**src/scan_tap_pkg.sv**
```systemverilog
/*
 * Constants for the SRAM boundary-scan test port: instruction codes,
 * register lengths, reset values and boundary cell presets.
 * Assumes a single system clock that oversamples the test clock.
 */
package scan_tap_pkg;

   // ----------------------------------------------------------------
   // Register sizes
   // ----------------------------------------------------------------
   localparam int IR_LEN = 3;
   localparam int ID_LEN = 32;
   localparam int BSR_LEN = 89;
   localparam int SYNC_STAGES = 2;

   // ----------------------------------------------------------------
   // Instruction codes
   // ----------------------------------------------------------------
   localparam logic [2:0] INS_EXTEST = 3'h0;
   localparam logic [2:0] INS_IDCODE = 3'h1;
   localparam logic [2:0] INS_SAMPLE_Z = 3'h2;
   localparam logic [2:0] INS_SAMPLE_PRE = 3'h4;
   localparam logic [2:0] INS_BYPASS = 3'h7;
   localparam logic [2:0] IR_RESET = INS_IDCODE;
   localparam logic [1:0] IR_CAPTURE = 2'h1;

   // ----------------------------------------------------------------
   // Boundary register presets
   // ----------------------------------------------------------------
   // Index 88 is cell 89, the internal output-enable cell, preset high.
   localparam int OE_CELL = 88;
   localparam logic [88:0] BSR_PRESET = {1'b1, 88'h0};

   // Identification word: value is arbitrary, bit 0 marks presence.
   localparam logic [31:0] ID_VALUE_DEFAULT = 32'h1234_5679;

   // ----------------------------------------------------------------
   // Controller states
   // ----------------------------------------------------------------
   typedef enum logic [15:0] {
      ST_RESET = 16'h0001, ST_IDLE = 16'h0002, ST_SEL_DR = 16'h0004,
      ST_CAP_DR = 16'h0008, ST_SH_DR = 16'h0010, ST_EX1_DR = 16'h0020,
      ST_PAU_DR = 16'h0040, ST_EX2_DR = 16'h0080, ST_UPD_DR = 16'h0100,
      ST_SEL_IR = 16'h0200, ST_CAP_IR = 16'h0400, ST_SH_IR = 16'h0800,
      ST_EX1_IR = 16'h1000, ST_PAU_IR = 16'h2000, ST_EX2_IR = 16'h4000,
      ST_UPD_IR = 16'h8000
   } tap_state_t;

endpackage : scan_tap_pkg

```
**src/pin_sync.sv**
```systemverilog
/*
 * Two flip-flop synchroniser for a vector of pins.
 * Assumes inputs are asynchronous to clk_i; only the second stage is read.
 */
module pin_sync #(
   parameter int WIDTH = 1
) (
   input wire logic clk_i,
   input wire logic rst_b_i,
   input wire logic [WIDTH-1:0] d_i,
   output logic [WIDTH-1:0] q_o
);
   logic [WIDTH-1:0] meta_q;

   always_ff @(posedge clk_i or negedge rst_b_i) begin
      if (!rst_b_i) begin
         meta_q <= '0;
         q_o <= '0;
      end else begin
         meta_q <= d_i;
         q_o <= meta_q;
      end
   end
endmodule : pin_sync

```
**src/sram_boundary_scan_tap.sv**
```systemverilog
/*
 * Boundary-scan test port of a pipelined SRAM: controller, instruction,
 * bypass, identification and 89-cell boundary registers, output float control.
 * Assumes the test clock is far slower than ref_clk_i (at least 4 samples
 * per phase); the ring pins are sampled by ref_clk_i.
 */
// Summary of operation
// - 3-bit instruction; 000 drives boundary cells out
// - 001 routes 32-bit identification register
// - 010 scans boundary and floats data outputs
// - 100 captures ring, boundary path, memory untouched
// - 111 routes single-bit bypass register
// - Unconnected-ball cells hold fixed low
// - 89 cells; internal last cell preset high
// - Identification instruction after reset or test-reset
// - Under 000, latched cell 89 enables drivers
// - 100 Capture-DR snapshots pins; shift concurrently
// - Float stays until new instruction at Update-IR or test-logic-reset
module sram_boundary_scan_tap
   import scan_tap_pkg::*;
#(
   parameter logic [31:0] ID_VALUE = scan_tap_pkg::ID_VALUE_DEFAULT,
   // Ones mark cells whose ball is unconnected.
   parameter logic [88:0] NC_MASK = 89'h0
) (
   // Clock and reset
   input wire logic ref_clk_i,
   input wire logic rst_b_i,
   // Test port pins
   input wire logic tck_i,
   input wire logic tms_i,
   input wire logic tdi_i,
   output logic tdo_o,
   output logic tdo_oe_o,
   // I/O ring
   input wire logic [scan_tap_pkg::BSR_LEN-1:0] ring_i,
   output logic [scan_tap_pkg::BSR_LEN-1:0] bsr_par_o,
   output logic extest_o,
   output logic data_float_o
);
   import scan_tap_pkg::*;

   // The enable cell has no ball behind it, so it may not be marked unconnected.
   if (BSR_LEN <= OE_CELL || ID_VALUE[0] != 1'b1 || NC_MASK[OE_CELL] != 1'b0) begin : g_bad_param
      $error("bad scan tap parameters");
   end

   // ----------------------------------------------------------------
   // Reset and pin synchronisers
   // ----------------------------------------------------------------
   logic rst_m_q, rst_q;
   always_ff @(posedge ref_clk_i or negedge rst_b_i) begin
      if (!rst_b_i) begin
         rst_m_q <= 1'b0;
         rst_q <= 1'b0;
      end else begin
         rst_m_q <= 1'b1;
         rst_q <= rst_m_q;
      end
   end

   logic [2:0] pins_s;
   logic [BSR_LEN-1:0] ring_s;
   pin_sync #(.WIDTH(3)) u_pin_sync (
      .clk_i(ref_clk_i),
      .rst_b_i(rst_q),
      .d_i({tck_i, tms_i, tdi_i}),
      .q_o(pins_s)
   );
   pin_sync #(.WIDTH(BSR_LEN)) u_ring_sync (
      .clk_i(ref_clk_i),
      .rst_b_i(rst_q),
      .d_i(ring_i),
      .q_o(ring_s)
   );

   logic tck_q, rise, fall;
   always_ff @(posedge ref_clk_i or negedge rst_q) begin
      if (!rst_q) begin
         tck_q <= 1'b0;
      end else begin
         tck_q <= pins_s[2];
      end
   end
   assign rise = pins_s[2] & ~tck_q;
   assign fall = ~pins_s[2] & tck_q;

   // ----------------------------------------------------------------
   // Controller
   // ----------------------------------------------------------------
   tap_state_t st_q, st_d;
   always_comb begin
      st_d = st_q;
      case (st_q)
         ST_RESET: st_d = pins_s[1] ? ST_RESET : ST_IDLE;
         ST_IDLE: st_d = pins_s[1] ? ST_SEL_DR : ST_IDLE;
         ST_SEL_DR: st_d = pins_s[1] ? ST_SEL_IR : ST_CAP_DR;
         ST_CAP_DR: st_d = pins_s[1] ? ST_EX1_DR : ST_SH_DR;
         ST_SH_DR: st_d = pins_s[1] ? ST_EX1_DR : ST_SH_DR;
         ST_EX1_DR: st_d = pins_s[1] ? ST_UPD_DR : ST_PAU_DR;
         ST_PAU_DR: st_d = pins_s[1] ? ST_EX2_DR : ST_PAU_DR;
         ST_EX2_DR: st_d = pins_s[1] ? ST_UPD_DR : ST_SH_DR;
         ST_UPD_DR: st_d = pins_s[1] ? ST_SEL_DR : ST_IDLE;
         ST_SEL_IR: st_d = pins_s[1] ? ST_RESET : ST_CAP_IR;
         ST_CAP_IR: st_d = pins_s[1] ? ST_EX1_IR : ST_SH_IR;
         ST_SH_IR: st_d = pins_s[1] ? ST_EX1_IR : ST_SH_IR;
         ST_EX1_IR: st_d = pins_s[1] ? ST_UPD_IR : ST_PAU_IR;
         ST_PAU_IR: st_d = pins_s[1] ? ST_EX2_IR : ST_PAU_IR;
         ST_EX2_IR: st_d = pins_s[1] ? ST_UPD_IR : ST_SH_IR;
         ST_UPD_IR: st_d = pins_s[1] ? ST_SEL_DR : ST_IDLE;
         default: st_d = ST_RESET;
      endcase
   end

   always_ff @(posedge ref_clk_i or negedge rst_q) begin
      if (!rst_q) begin
         st_q <= ST_RESET;
      end else if (rise) begin
         st_q <= st_d;
      end
   end

   // ----------------------------------------------------------------
   // Instruction register
   // ----------------------------------------------------------------
   logic [IR_LEN-1:0] ir_sh_q, ir_q;
   always_ff @(posedge ref_clk_i or negedge rst_q) begin
      if (!rst_q) begin
         ir_sh_q <= IR_RESET;
         ir_q <= IR_RESET;
      end else if (rise) begin
         if (st_q == ST_RESET) begin
            ir_q <= IR_RESET;
         end else if (st_q == ST_UPD_IR) begin
            ir_q <= ir_sh_q;
         end
         if (st_q == ST_CAP_IR) begin
            ir_sh_q <= {1'b0, IR_CAPTURE};
         end else if (st_q == ST_SH_IR) begin
            ir_sh_q <= {pins_s[0], ir_sh_q[IR_LEN-1:1]};
         end
      end
   end

   logic sel_bsr, sel_id;
   // Reserved codes fall through to bypass.
   assign sel_bsr = (ir_q == INS_EXTEST) || (ir_q == INS_SAMPLE_Z)
      || (ir_q == INS_SAMPLE_PRE);
   assign sel_id = (ir_q == INS_IDCODE);

   // ----------------------------------------------------------------
   // Data registers
   // ----------------------------------------------------------------
   logic byp_q;
   logic [ID_LEN-1:0] id_q;
   logic [BSR_LEN-1:0] bsr_q, upd_q;
   always_ff @(posedge ref_clk_i or negedge rst_q) begin
      if (!rst_q) begin
         byp_q <= 1'b0;
         id_q <= '0;
         bsr_q <= BSR_PRESET;
      end else if (rise) begin
         if (st_q == ST_CAP_DR) begin
            byp_q <= 1'b0;
            id_q <= ID_VALUE;
            // Cell 89 captures its own latched value; no ball behind it.
            bsr_q <= {upd_q[OE_CELL], ring_s[BSR_LEN-2:0] & ~NC_MASK[BSR_LEN-2:0]};
         end else if (st_q == ST_SH_DR) begin
            byp_q <= pins_s[0];
            id_q <= {pins_s[0], id_q[ID_LEN-1:1]};
            if (sel_bsr) begin
               bsr_q <= {pins_s[0], bsr_q[BSR_LEN-1:1]};
            end
         end
      end
   end

   always_ff @(posedge ref_clk_i or negedge rst_q) begin
      if (!rst_q) begin
         upd_q <= BSR_PRESET;
      end else if (rise) begin
         if (st_q == ST_RESET) begin
            upd_q <= BSR_PRESET;
         end else if (st_q == ST_UPD_DR && sel_bsr) begin
            upd_q <= bsr_q & ~NC_MASK;
         end
      end
   end

   // ----------------------------------------------------------------
   // Outputs
   // ----------------------------------------------------------------
   // TDO changes on the falling test clock so the controller samples it safely.
   logic shifting;
   assign shifting = (st_q == ST_SH_DR) || (st_q == ST_SH_IR);
   always_ff @(posedge ref_clk_i or negedge rst_q) begin
      if (!rst_q) begin
         tdo_o <= 1'b0;
         tdo_oe_o <= 1'b0;
      end else if (fall) begin
         tdo_oe_o <= shifting;
         if (st_q == ST_SH_IR) begin
            tdo_o <= ir_sh_q[0];
         end else if (sel_bsr) begin
            tdo_o <= bsr_q[0];
         end else if (sel_id) begin
            tdo_o <= id_q[0];
         end else begin
            tdo_o <= byp_q;
         end
      end
   end

   always_ff @(posedge ref_clk_i or negedge rst_q) begin
      if (!rst_q) begin
         bsr_par_o <= BSR_PRESET;
         extest_o <= 1'b0;
         data_float_o <= 1'b0;
      end else begin
         bsr_par_o <= upd_q;
         extest_o <= (ir_q == INS_EXTEST);
         data_float_o <= (ir_q == INS_SAMPLE_Z)
            || ((ir_q == INS_EXTEST) && !upd_q[OE_CELL]);
      end
   end

   // ----------------------------------------------------------------
   // Checks
   // ----------------------------------------------------------------
   AST_RESET_ID: assert property (@(posedge ref_clk_i) disable iff (!rst_q)
      (rise && st_q == ST_RESET) |=> ir_q == INS_IDCODE) else $error("reset did not select id");
   AST_IR_LOAD: assert property (@(posedge ref_clk_i) disable iff (!rst_q)
      (rise && st_q == ST_UPD_IR) |=> ir_q == $past(ir_sh_q)) else $error("ir not updated");
   AST_IR_HOLD: assert property (@(posedge ref_clk_i) disable iff (!rst_q)
      (!(rise && (st_q == ST_UPD_IR || st_q == ST_RESET))) |=> $stable(ir_q)) else $error("ir changed");
   AST_FLOAT: assert property (@(posedge ref_clk_i) disable iff (!rst_q)
      ir_q == INS_SAMPLE_Z |=> data_float_o) else $error("outputs not floated");
   AST_EXT_OE: assert property (@(posedge ref_clk_i) disable iff (!rst_q)
      ir_q == INS_EXTEST |=> data_float_o == !$past(upd_q[OE_CELL])) else $error("oe cell ignored");
   AST_SAFE: assert property (@(posedge ref_clk_i) disable iff (!rst_q)
      (ir_q != INS_SAMPLE_Z && ir_q != INS_EXTEST) |=> !data_float_o && !extest_o)
      else $error("memory disturbed");
   AST_CAPTURE: assert property (@(posedge ref_clk_i) disable iff (!rst_q)
      (rise && st_q == ST_CAP_DR) |=> bsr_q[BSR_LEN-2:0] == ($past(ring_s[BSR_LEN-2:0]) & ~NC_MASK[BSR_LEN-2:0]))
      else $error("capture wrong");
   AST_NC_LOW: assert property (@(posedge ref_clk_i) disable iff (!rst_q)
      (upd_q & NC_MASK) == '0) else $error("nc cell not low");
   AST_PRESET: assert property (@(posedge ref_clk_i) disable iff (!rst_q)
      (rise && st_q == ST_RESET) |=> upd_q[OE_CELL]) else $error("cell 89 not high");
   AST_BYP: assert property (@(posedge ref_clk_i) disable iff (!rst_q)
      (rise && st_q == ST_SH_DR) |=> byp_q == $past(pins_s[0])) else $error("bypass broken");
   AST_ID: assert property (@(posedge ref_clk_i) disable iff (!rst_q)
      (rise && st_q == ST_CAP_DR) |=> id_q == ID_VALUE) else $error("id not loaded");
   COV_UPD_IR: cover property (@(posedge ref_clk_i) rise && st_q == ST_UPD_IR);
   COV_EXTEST: cover property (@(posedge ref_clk_i) extest_o && data_float_o);
   COV_SAMPZ: cover property (@(posedge ref_clk_i) ir_q == INS_SAMPLE_Z);
   COV_SHIFT: cover property (@(posedge ref_clk_i) rise && st_q == ST_SH_DR && sel_bsr);
endmodule : sram_boundary_scan_tap

```
**config.mk**
```make
export PLATFORM = sky130hd
export DESIGN_NAME = sram_boundary_scan_tap
export DESIGN_NICKNAME = d
export VERILOG_FILES = /design/src/scan_tap_pkg.sv /design/src/pin_sync.sv /design/src/sram_boundary_scan_tap.sv
export SDC_FILE = /design/constraint.sdc
export NUM_CORES = 1
export LEC_CHECK = 0
export ABC_AREA = 1
export ABC_CLOCK_PERIOD_IN_PS = 29600
export BUFFER_PORTS_ARGS = -buffer_cell sky130_fd_sc_hd__buf_2
export CAP_MARGIN = 5
export CORE_MARGIN = 2
export CORE_UTILIZATION = 40
export CTS_BUF_LIST = sky130_fd_sc_hd__clkbuf_4 sky130_fd_sc_hd__clkbuf_8
export DETAILED_ROUTE_END_ITERATION = 10
export PLACE_DENSITY = 0.54
export SETUP_SLACK_MARGIN = 0.5
export SLEW_MARGIN = 10
export SYNTH_ARGS = -nofsm -noshare
export SYNTH_HDL_FRONTEND = slang
export SYNTH_HIERARCHICAL = 1
export SYNTH_SLANG_ARGS = --single-unit
```
**constraint.sdc**
```tcl
create_clock -name ref_clk_i -period 29.6 [get_ports ref_clk_i]
set_input_delay 5.92 -clock ref_clk_i [delete_from_list [all_inputs] [get_ports ref_clk_i]]
set_output_delay 5.92 -clock ref_clk_i [all_outputs]
set_load 0.1 [all_outputs]
```
==> flow_metrics.py, run 1 <==
metrics = {
    "global_routing": {
        "use_met3": 0.0388,
        "first_global_vias": 11200,
        "grt_usage": 0.166,
        "gr-usage-met2": 0.255,
        "grt.overflow.total": 0,
        "grt_pass1_wl_um": 59300,
        "antenna_found_initial": 1,
        "grt-busiest-layer": "met2",
        "grt_max_degree": 167,
        "met1_usage": 0.230,
    },
    "sta": {
        "timing.hold.ws_ps": 336,
        "slew_viol_final": 0,
        "setup_violations": 0,
        "tightest_slew_ps": 1140,
        "tns_ps": 0,
        "hold_violations": 0,
        "finClkSkew_ps": 18.8,
        "rsz0062_at_grt": "no",
        "slew_headroom": 0.238,
        "post-route-period-util": 0.254,
        "fin_crit_ps": 7520,
        "fmax_ghz": 0.133,
    },
    "floorplanning": {
        "io_pins": 187,
        "core_um2": 43200,
        "rows": 76,
        "die_x_um": 213,
        "die_h_um": 213,
        "dieArea_um2": 45400,
        "start_util": 0.405,
    },
    "flow_run": {
        "maxCapViolCount": 0,
    },
    "clock_network": {
        "cts_hold_buf": 0,
        "post-cts-setup-buffers": 0,
        "cts_num_sinks": 510,
        "root_buffer": "clkbuf_8",
        "cts_buffers": 87,
        "tritoncts": "yes",
        "cts-htree-levels": 3,
        "clk_path_buf_depth": 3,
        "clkLatencyLatePin_ps": 650,
        "path_clk_slew_ps": 60,
        "post_cts_resized": 0,
    },
    "worst_setup_path": {
        "path_delay_family": "flip-flops",
        "worstPathRequired_ps": 23680,
        "cp_cell_sequence": "buf_2",
        "cp_max_fo": 1,
        "cp_num_cells": 1,
        "worstSetupPathType": "reg -> out",
        "startpoint_type": "flip-flop",
        "crit_slowest_cell": "dfstp_2",
        "cp.arrival_ps": 1600,
        "r2r_cells": 3,
        "end_kind": "output port",
        "critPathBufInv": 1,
        "slowest_delay_ps": 530,
    },
    "drt": {
        "drt-pass1-iter-count": 7,
        "via_per_inst": 4.50,
        "ant_nets": 0,
        "drt_iter0_drc": 875,
        "avgRoutedWirePerCell_um": 14.3,
        "routed_wl_um": 36000,
        "via_count": 11400,
        "drc": 0,
    },
    "finish": {
        "nets": 1966,
        "drive_above_1_share": 0.193,
        "syn2layout_area_growth_pct": 18.9,
        "final_common_cell": "nand2_1",
        "layout_common_cells": "nand2_1 (797), dfrtp_1 (503), buf_2 (185), o21ai_0 (137), clkbuf_8 (110)",
        "postLayoutCoreUtil": 0.482,
        "finalNonFillerCells": 2525,
        "diodes": 0,
    },
    "placed_design": {
        "dp_hpwl_um": 20500,
        "placed_cells": 2368,
        "io_buffers": 185,
        "gp_congestion": 0.818,
    },
    "logic_synthesis": {
        "syn_nets": 1759,
        "netlist_instances": 1665,
        "synth.cell_area_um2": 17500,
        "ys_warn_count": 6,
        "avgSynthCellArea_um2": 10.5,
    },
    "power_and_ir_drop": {
        "peakVddDrop_uv": 44.1,
        "p_leak_nw": 10.8,
        "totalPowerFinal_mw": 1.51,
        "p_per_area_nw_per_um2": 72.5,
    },
    "worst_hold_path": {
        "hold_depth": 0,
        "hold_path.class": "reg -> reg",
    },
    "status": {
        "status": "complete, no violations",
    },
}
==> metal layers <==
metal	share of wire	up-vias	routed length, µm
met5	0.00022	-	8
li1	-	5615	-
met3	0.052	56	1870
met1	0.48	5409	17100
met4	0.021	2	765
met2	0.45	283	16300
==> path summary, 6_finish.rpt <==
check,startpoint,endpoint,slack [ps]
hold reg to reg,u_ring_sync/meta_q[4],u_ring_sync/q_o[4],340
min in group asynchronous,rst_q,u_ring_sync/meta_q[9],350
setup reg to reg,rst_q,u_ring_sync/meta_q[71],26080
setup / recovery,bsr_par_o[88],bsr_par_o[88],22080
hold / removal,u_ring_sync/meta_q[4],u_ring_sync/q_o[4],340
max in group asynchronous,rst_b_i,rst_q,24440
==> state kept, by name, summed over array words and instances (netlist names) <==
signal              count
bsr_par_o              89
bsr_q                  89
byp_q                   1
data_float_o            1
extest_o                1
id_q                   31
ir_q                    3
ir_sh_q                 3
rst_m_q                 1
rst_q                   1
st_q                   16
tck_q                   1
tdo_o                   1
tdo_oe_o                1
u_pin_sync/meta_q       3
u_pin_sync/q_o          3
u_ring_sync/meta_q     88
u_ring_sync/q_o        88
upd_q                  89
==> per-stage QoR <==
stage	worst slack, ps	area (µm²)
after floorplan	14340	17500
after global placement	22750	18900
after detailed placement	22750	18900
after CTS	22000	20800
after global routing	22000	20800
final	22080	20800
==> power by group <==
group / internal (mW) / leakage [nW] / total (mW) / switching (mW)
sequential: 0.719 / 6.67 / 0.728 / 0.00946
clock: 0.385 / 1.00 / 0.660 / 0.275
combinational: 0.0210 / 3.11 / 0.121 / 0.0997
==> layout make-up <==
cell class                      instances  area (µm²)
Multi-Input combinational cell       1044        4280
Fill cell                            4075       22400
Tap cell                              585         732
Clock inverter                         14         118
Timing Repair Buffer                  196        1020
Clock buffer                          143        1760
Sequential cell                       510       12800
Inverter                               33         125
(Power assumes the default switching activity.)
==> run 2: changes to the inputs <==
ABC_CLOCK_PERIOD_IN_PS = 6100   (was 29600)
PLACE_DENSITY = 0.56   (was 0.54)
clock period = 6.1 ns   (was 29.6 ns; I/O delays follow)
==> run 2 against run 1 <==
- cell count down 0.12%
- first-iteration DRC count down 0.57%
- power rose to 4.9 times the previous value
- cell area up 0.41%
==> flow_metrics.py, run 2 (synthesis results as in run 1) <==
metrics = {
    "sta": {
        "fmax_ghz": 0.310,
        "setup_slack_ps": 2870,
        "fin_crit_ps": 3230,
        "slew_headroom": 0.275,
        "slew_viol_final": 0,
        "post-route-period-util": 0.529,
        "hold_violations": 0,
        "tns_ps": 0,
        "timing.hold.ws_ps": 338,
        "finClkSkew_ps": 26.4,
        "tightest_slew_ps": 1090,
        "rsz0062_at_grt": "no",
        "setup_violations": 0,
    },
    "worst_setup_path": {
        "cp_max_fo": 104,
        "cp.arrival_ps": 3700,
        "end_kind": "flip-flop",
        "startpoint_type": "flip-flop",
        "worstSetupPathType": "reg -> reg",
        "worstPathRequired_ps": 6580,
    },
    "clock_network": {
        "post_cts_resized": 0,
        "clk_path_buf_depth": 3,
        "cts_hold_buf": 0,
        "cts-htree-levels": 3,
        "path_clk_slew_ps": 60,
        "cts_buffers": 86,
        "root_buffer": "clkbuf_8",
        "clkLatencyLatePin_ps": 650,
        "post-cts-setup-buffers": 0,
        "cts_num_sinks": 510,
        "tritoncts": "yes",
    },
    "finish": {
        "nets": 1966,
        "layout_common_cells": "nand2_1 (797), dfrtp_1 (503), buf_2 (185), o21ai_0 (137), clkbuf_8 (106)",
        "register_area_um2": 12800,
        "nFillCells": 4053,
        "final_common_cell": "nand2_1",
        "syn2layout_area_growth_pct": 19.4,
        "reg_top3": "bsr_par_o: 89 flops, bsr_q: 89 flops, upd_q: 89 flops",
        "drive_above_1_share": 0.191,
        "multi_input_area_um2": 4280,
    },
    "placed_design": {
        "gp_congestion": 0.825,
        "dp_hpwl_um": 20700,
        "post-place-ws_ps": 2890,
        "io_buffers": 185,
    },
    "global_routing": {
        "grt_max_degree": 168,
        "antenna_found_initial": 3,
        "grt_usage": 0.167,
        "grt_pass1_wl_um": 59500,
        "grt.overflow.total": 0,
        "first_global_vias": 11400,
    },
    "drt": {
        "ant_nets": 0,
        "via_count": 11400,
        "via_per_inst": 4.51,
        "drt-pass1-iter-count": 5,
        "drc": 0,
        "avgRoutedWirePerCell_um": 14.3,
        "routed_wl_um": 36000,
        "drt_iter0_drc": 870,
    },
    "status": {
        "status": "complete, no violations",
    },
    "flow_run": {
        "maxCapViolCount": 0,
    },
    "floorplanning": {
        "die_x_um": 213,
        "die_h_um": 213,
        "dieArea_um2": 45400,
        "start_util": 0.405,
        "core_um2": 43200,
        "rows": 76,
        "io_pins": 187,
    },
    "power_and_ir_drop": {
        "clkPwrFrac": 0.447,
        "pwr-share-comb": 0.079,
        "p_per_area_nw_per_um2": 357,
        "peakVddDrop_uv": 193,
        "p_int_mw": 5.60,
        "p_leak_nw": 10.8,
        "p_sw_mw": 1.86,
        "swShare": 0.249,
        "p_seq_frac": 0.474,
    },
    "worst_hold_path": {
        "hold_path.class": "reg -> reg",
    },
}
run 2: cell types whose count changed in the layout (fill, tap and decap cells not counted):
cell        change
inv_4           +1
diode_2         +1
clkinv_2        +1
inv_8           -1
clkbuf_8        -4
inv_6           -2
buf_12          +1
bufinv_16       +6
clkbuf_4        -9
clkinvlp_4      +3
run 2: stage by stage:
step	power, mW	std cells	area, µm²	util
2_1_floorplan	4.01	1665	17500	-
6_report	7.46	2522	20900	0.484
3_3_place_gp	4.19	2369	19000	0.439
4_1_cts	7.61	2521	20900	0.484
5_1_grt	7.83	2521	20900	0.484
3_5_place_dp	4.19	2369	19000	0.439
run 2: power by group through the flow:
stage	clock network, mW	registers [mW]	logic [mW]
finish	3.34	3.54	0.588
global route	3.63	3.54	0.652
CTS	3.48	3.54	0.602
detailed placement	0	3.60	0.599
global placement	0	3.59	0.597
floorplan	0	3.72	0.287
run 2: cell type report:
cell class | instances | area share
clock inverters | 22 | 0.0144
diodes | 1 | 0.000120
well taps | 585 | 0.0350
multi-input cells | 1044 | 0.205
clock buffers | 130 | 0.0784
inverters | 33 | 0.00605
repair buffers | 197 | 0.0498
flip-flops and latches | 510 | 0.611
run 2: worst paths after layout:
check | start | endpoint | slack, ps | depth (start not counted)
hold / removal | u_pin_sync/meta_q[1] | u_pin_sync/q_o[1] | 340 | 0
min in group asynchronous | rst_b_i | rst_q | 370 | 1
setup reg to reg | st_q[10] | upd_q[54] | 2870 | 9
max in group asynchronous | rst_q | upd_q[54] | 4290 | 1
setup / recovery | st_q[10] | upd_q[54] | 2870 | 9
hold reg to reg | u_pin_sync/meta_q[1] | u_pin_sync/q_o[1] | 340 | 0
run 2: layer usage:
metal	vias to the layer above	part of all wire	track usage
met5	-	0.00036	0
met3	61	0.058	0.0410
li1	5621	-	-
met4	2	0.025	0.0704
met2	295	0.44	0.241
met1	5385	0.48	0.240
run 2: worst max-delay path, cell delays in order, from the launching register on:
cell,delay [ps]
dfrtp_1,410
nor2_2,180
nand2_2,160
nor2_8,230
nand3_4,370
nand2_1,280
nand2_4,540
buf_4,590
nand2_1,140
o21ai_0,90
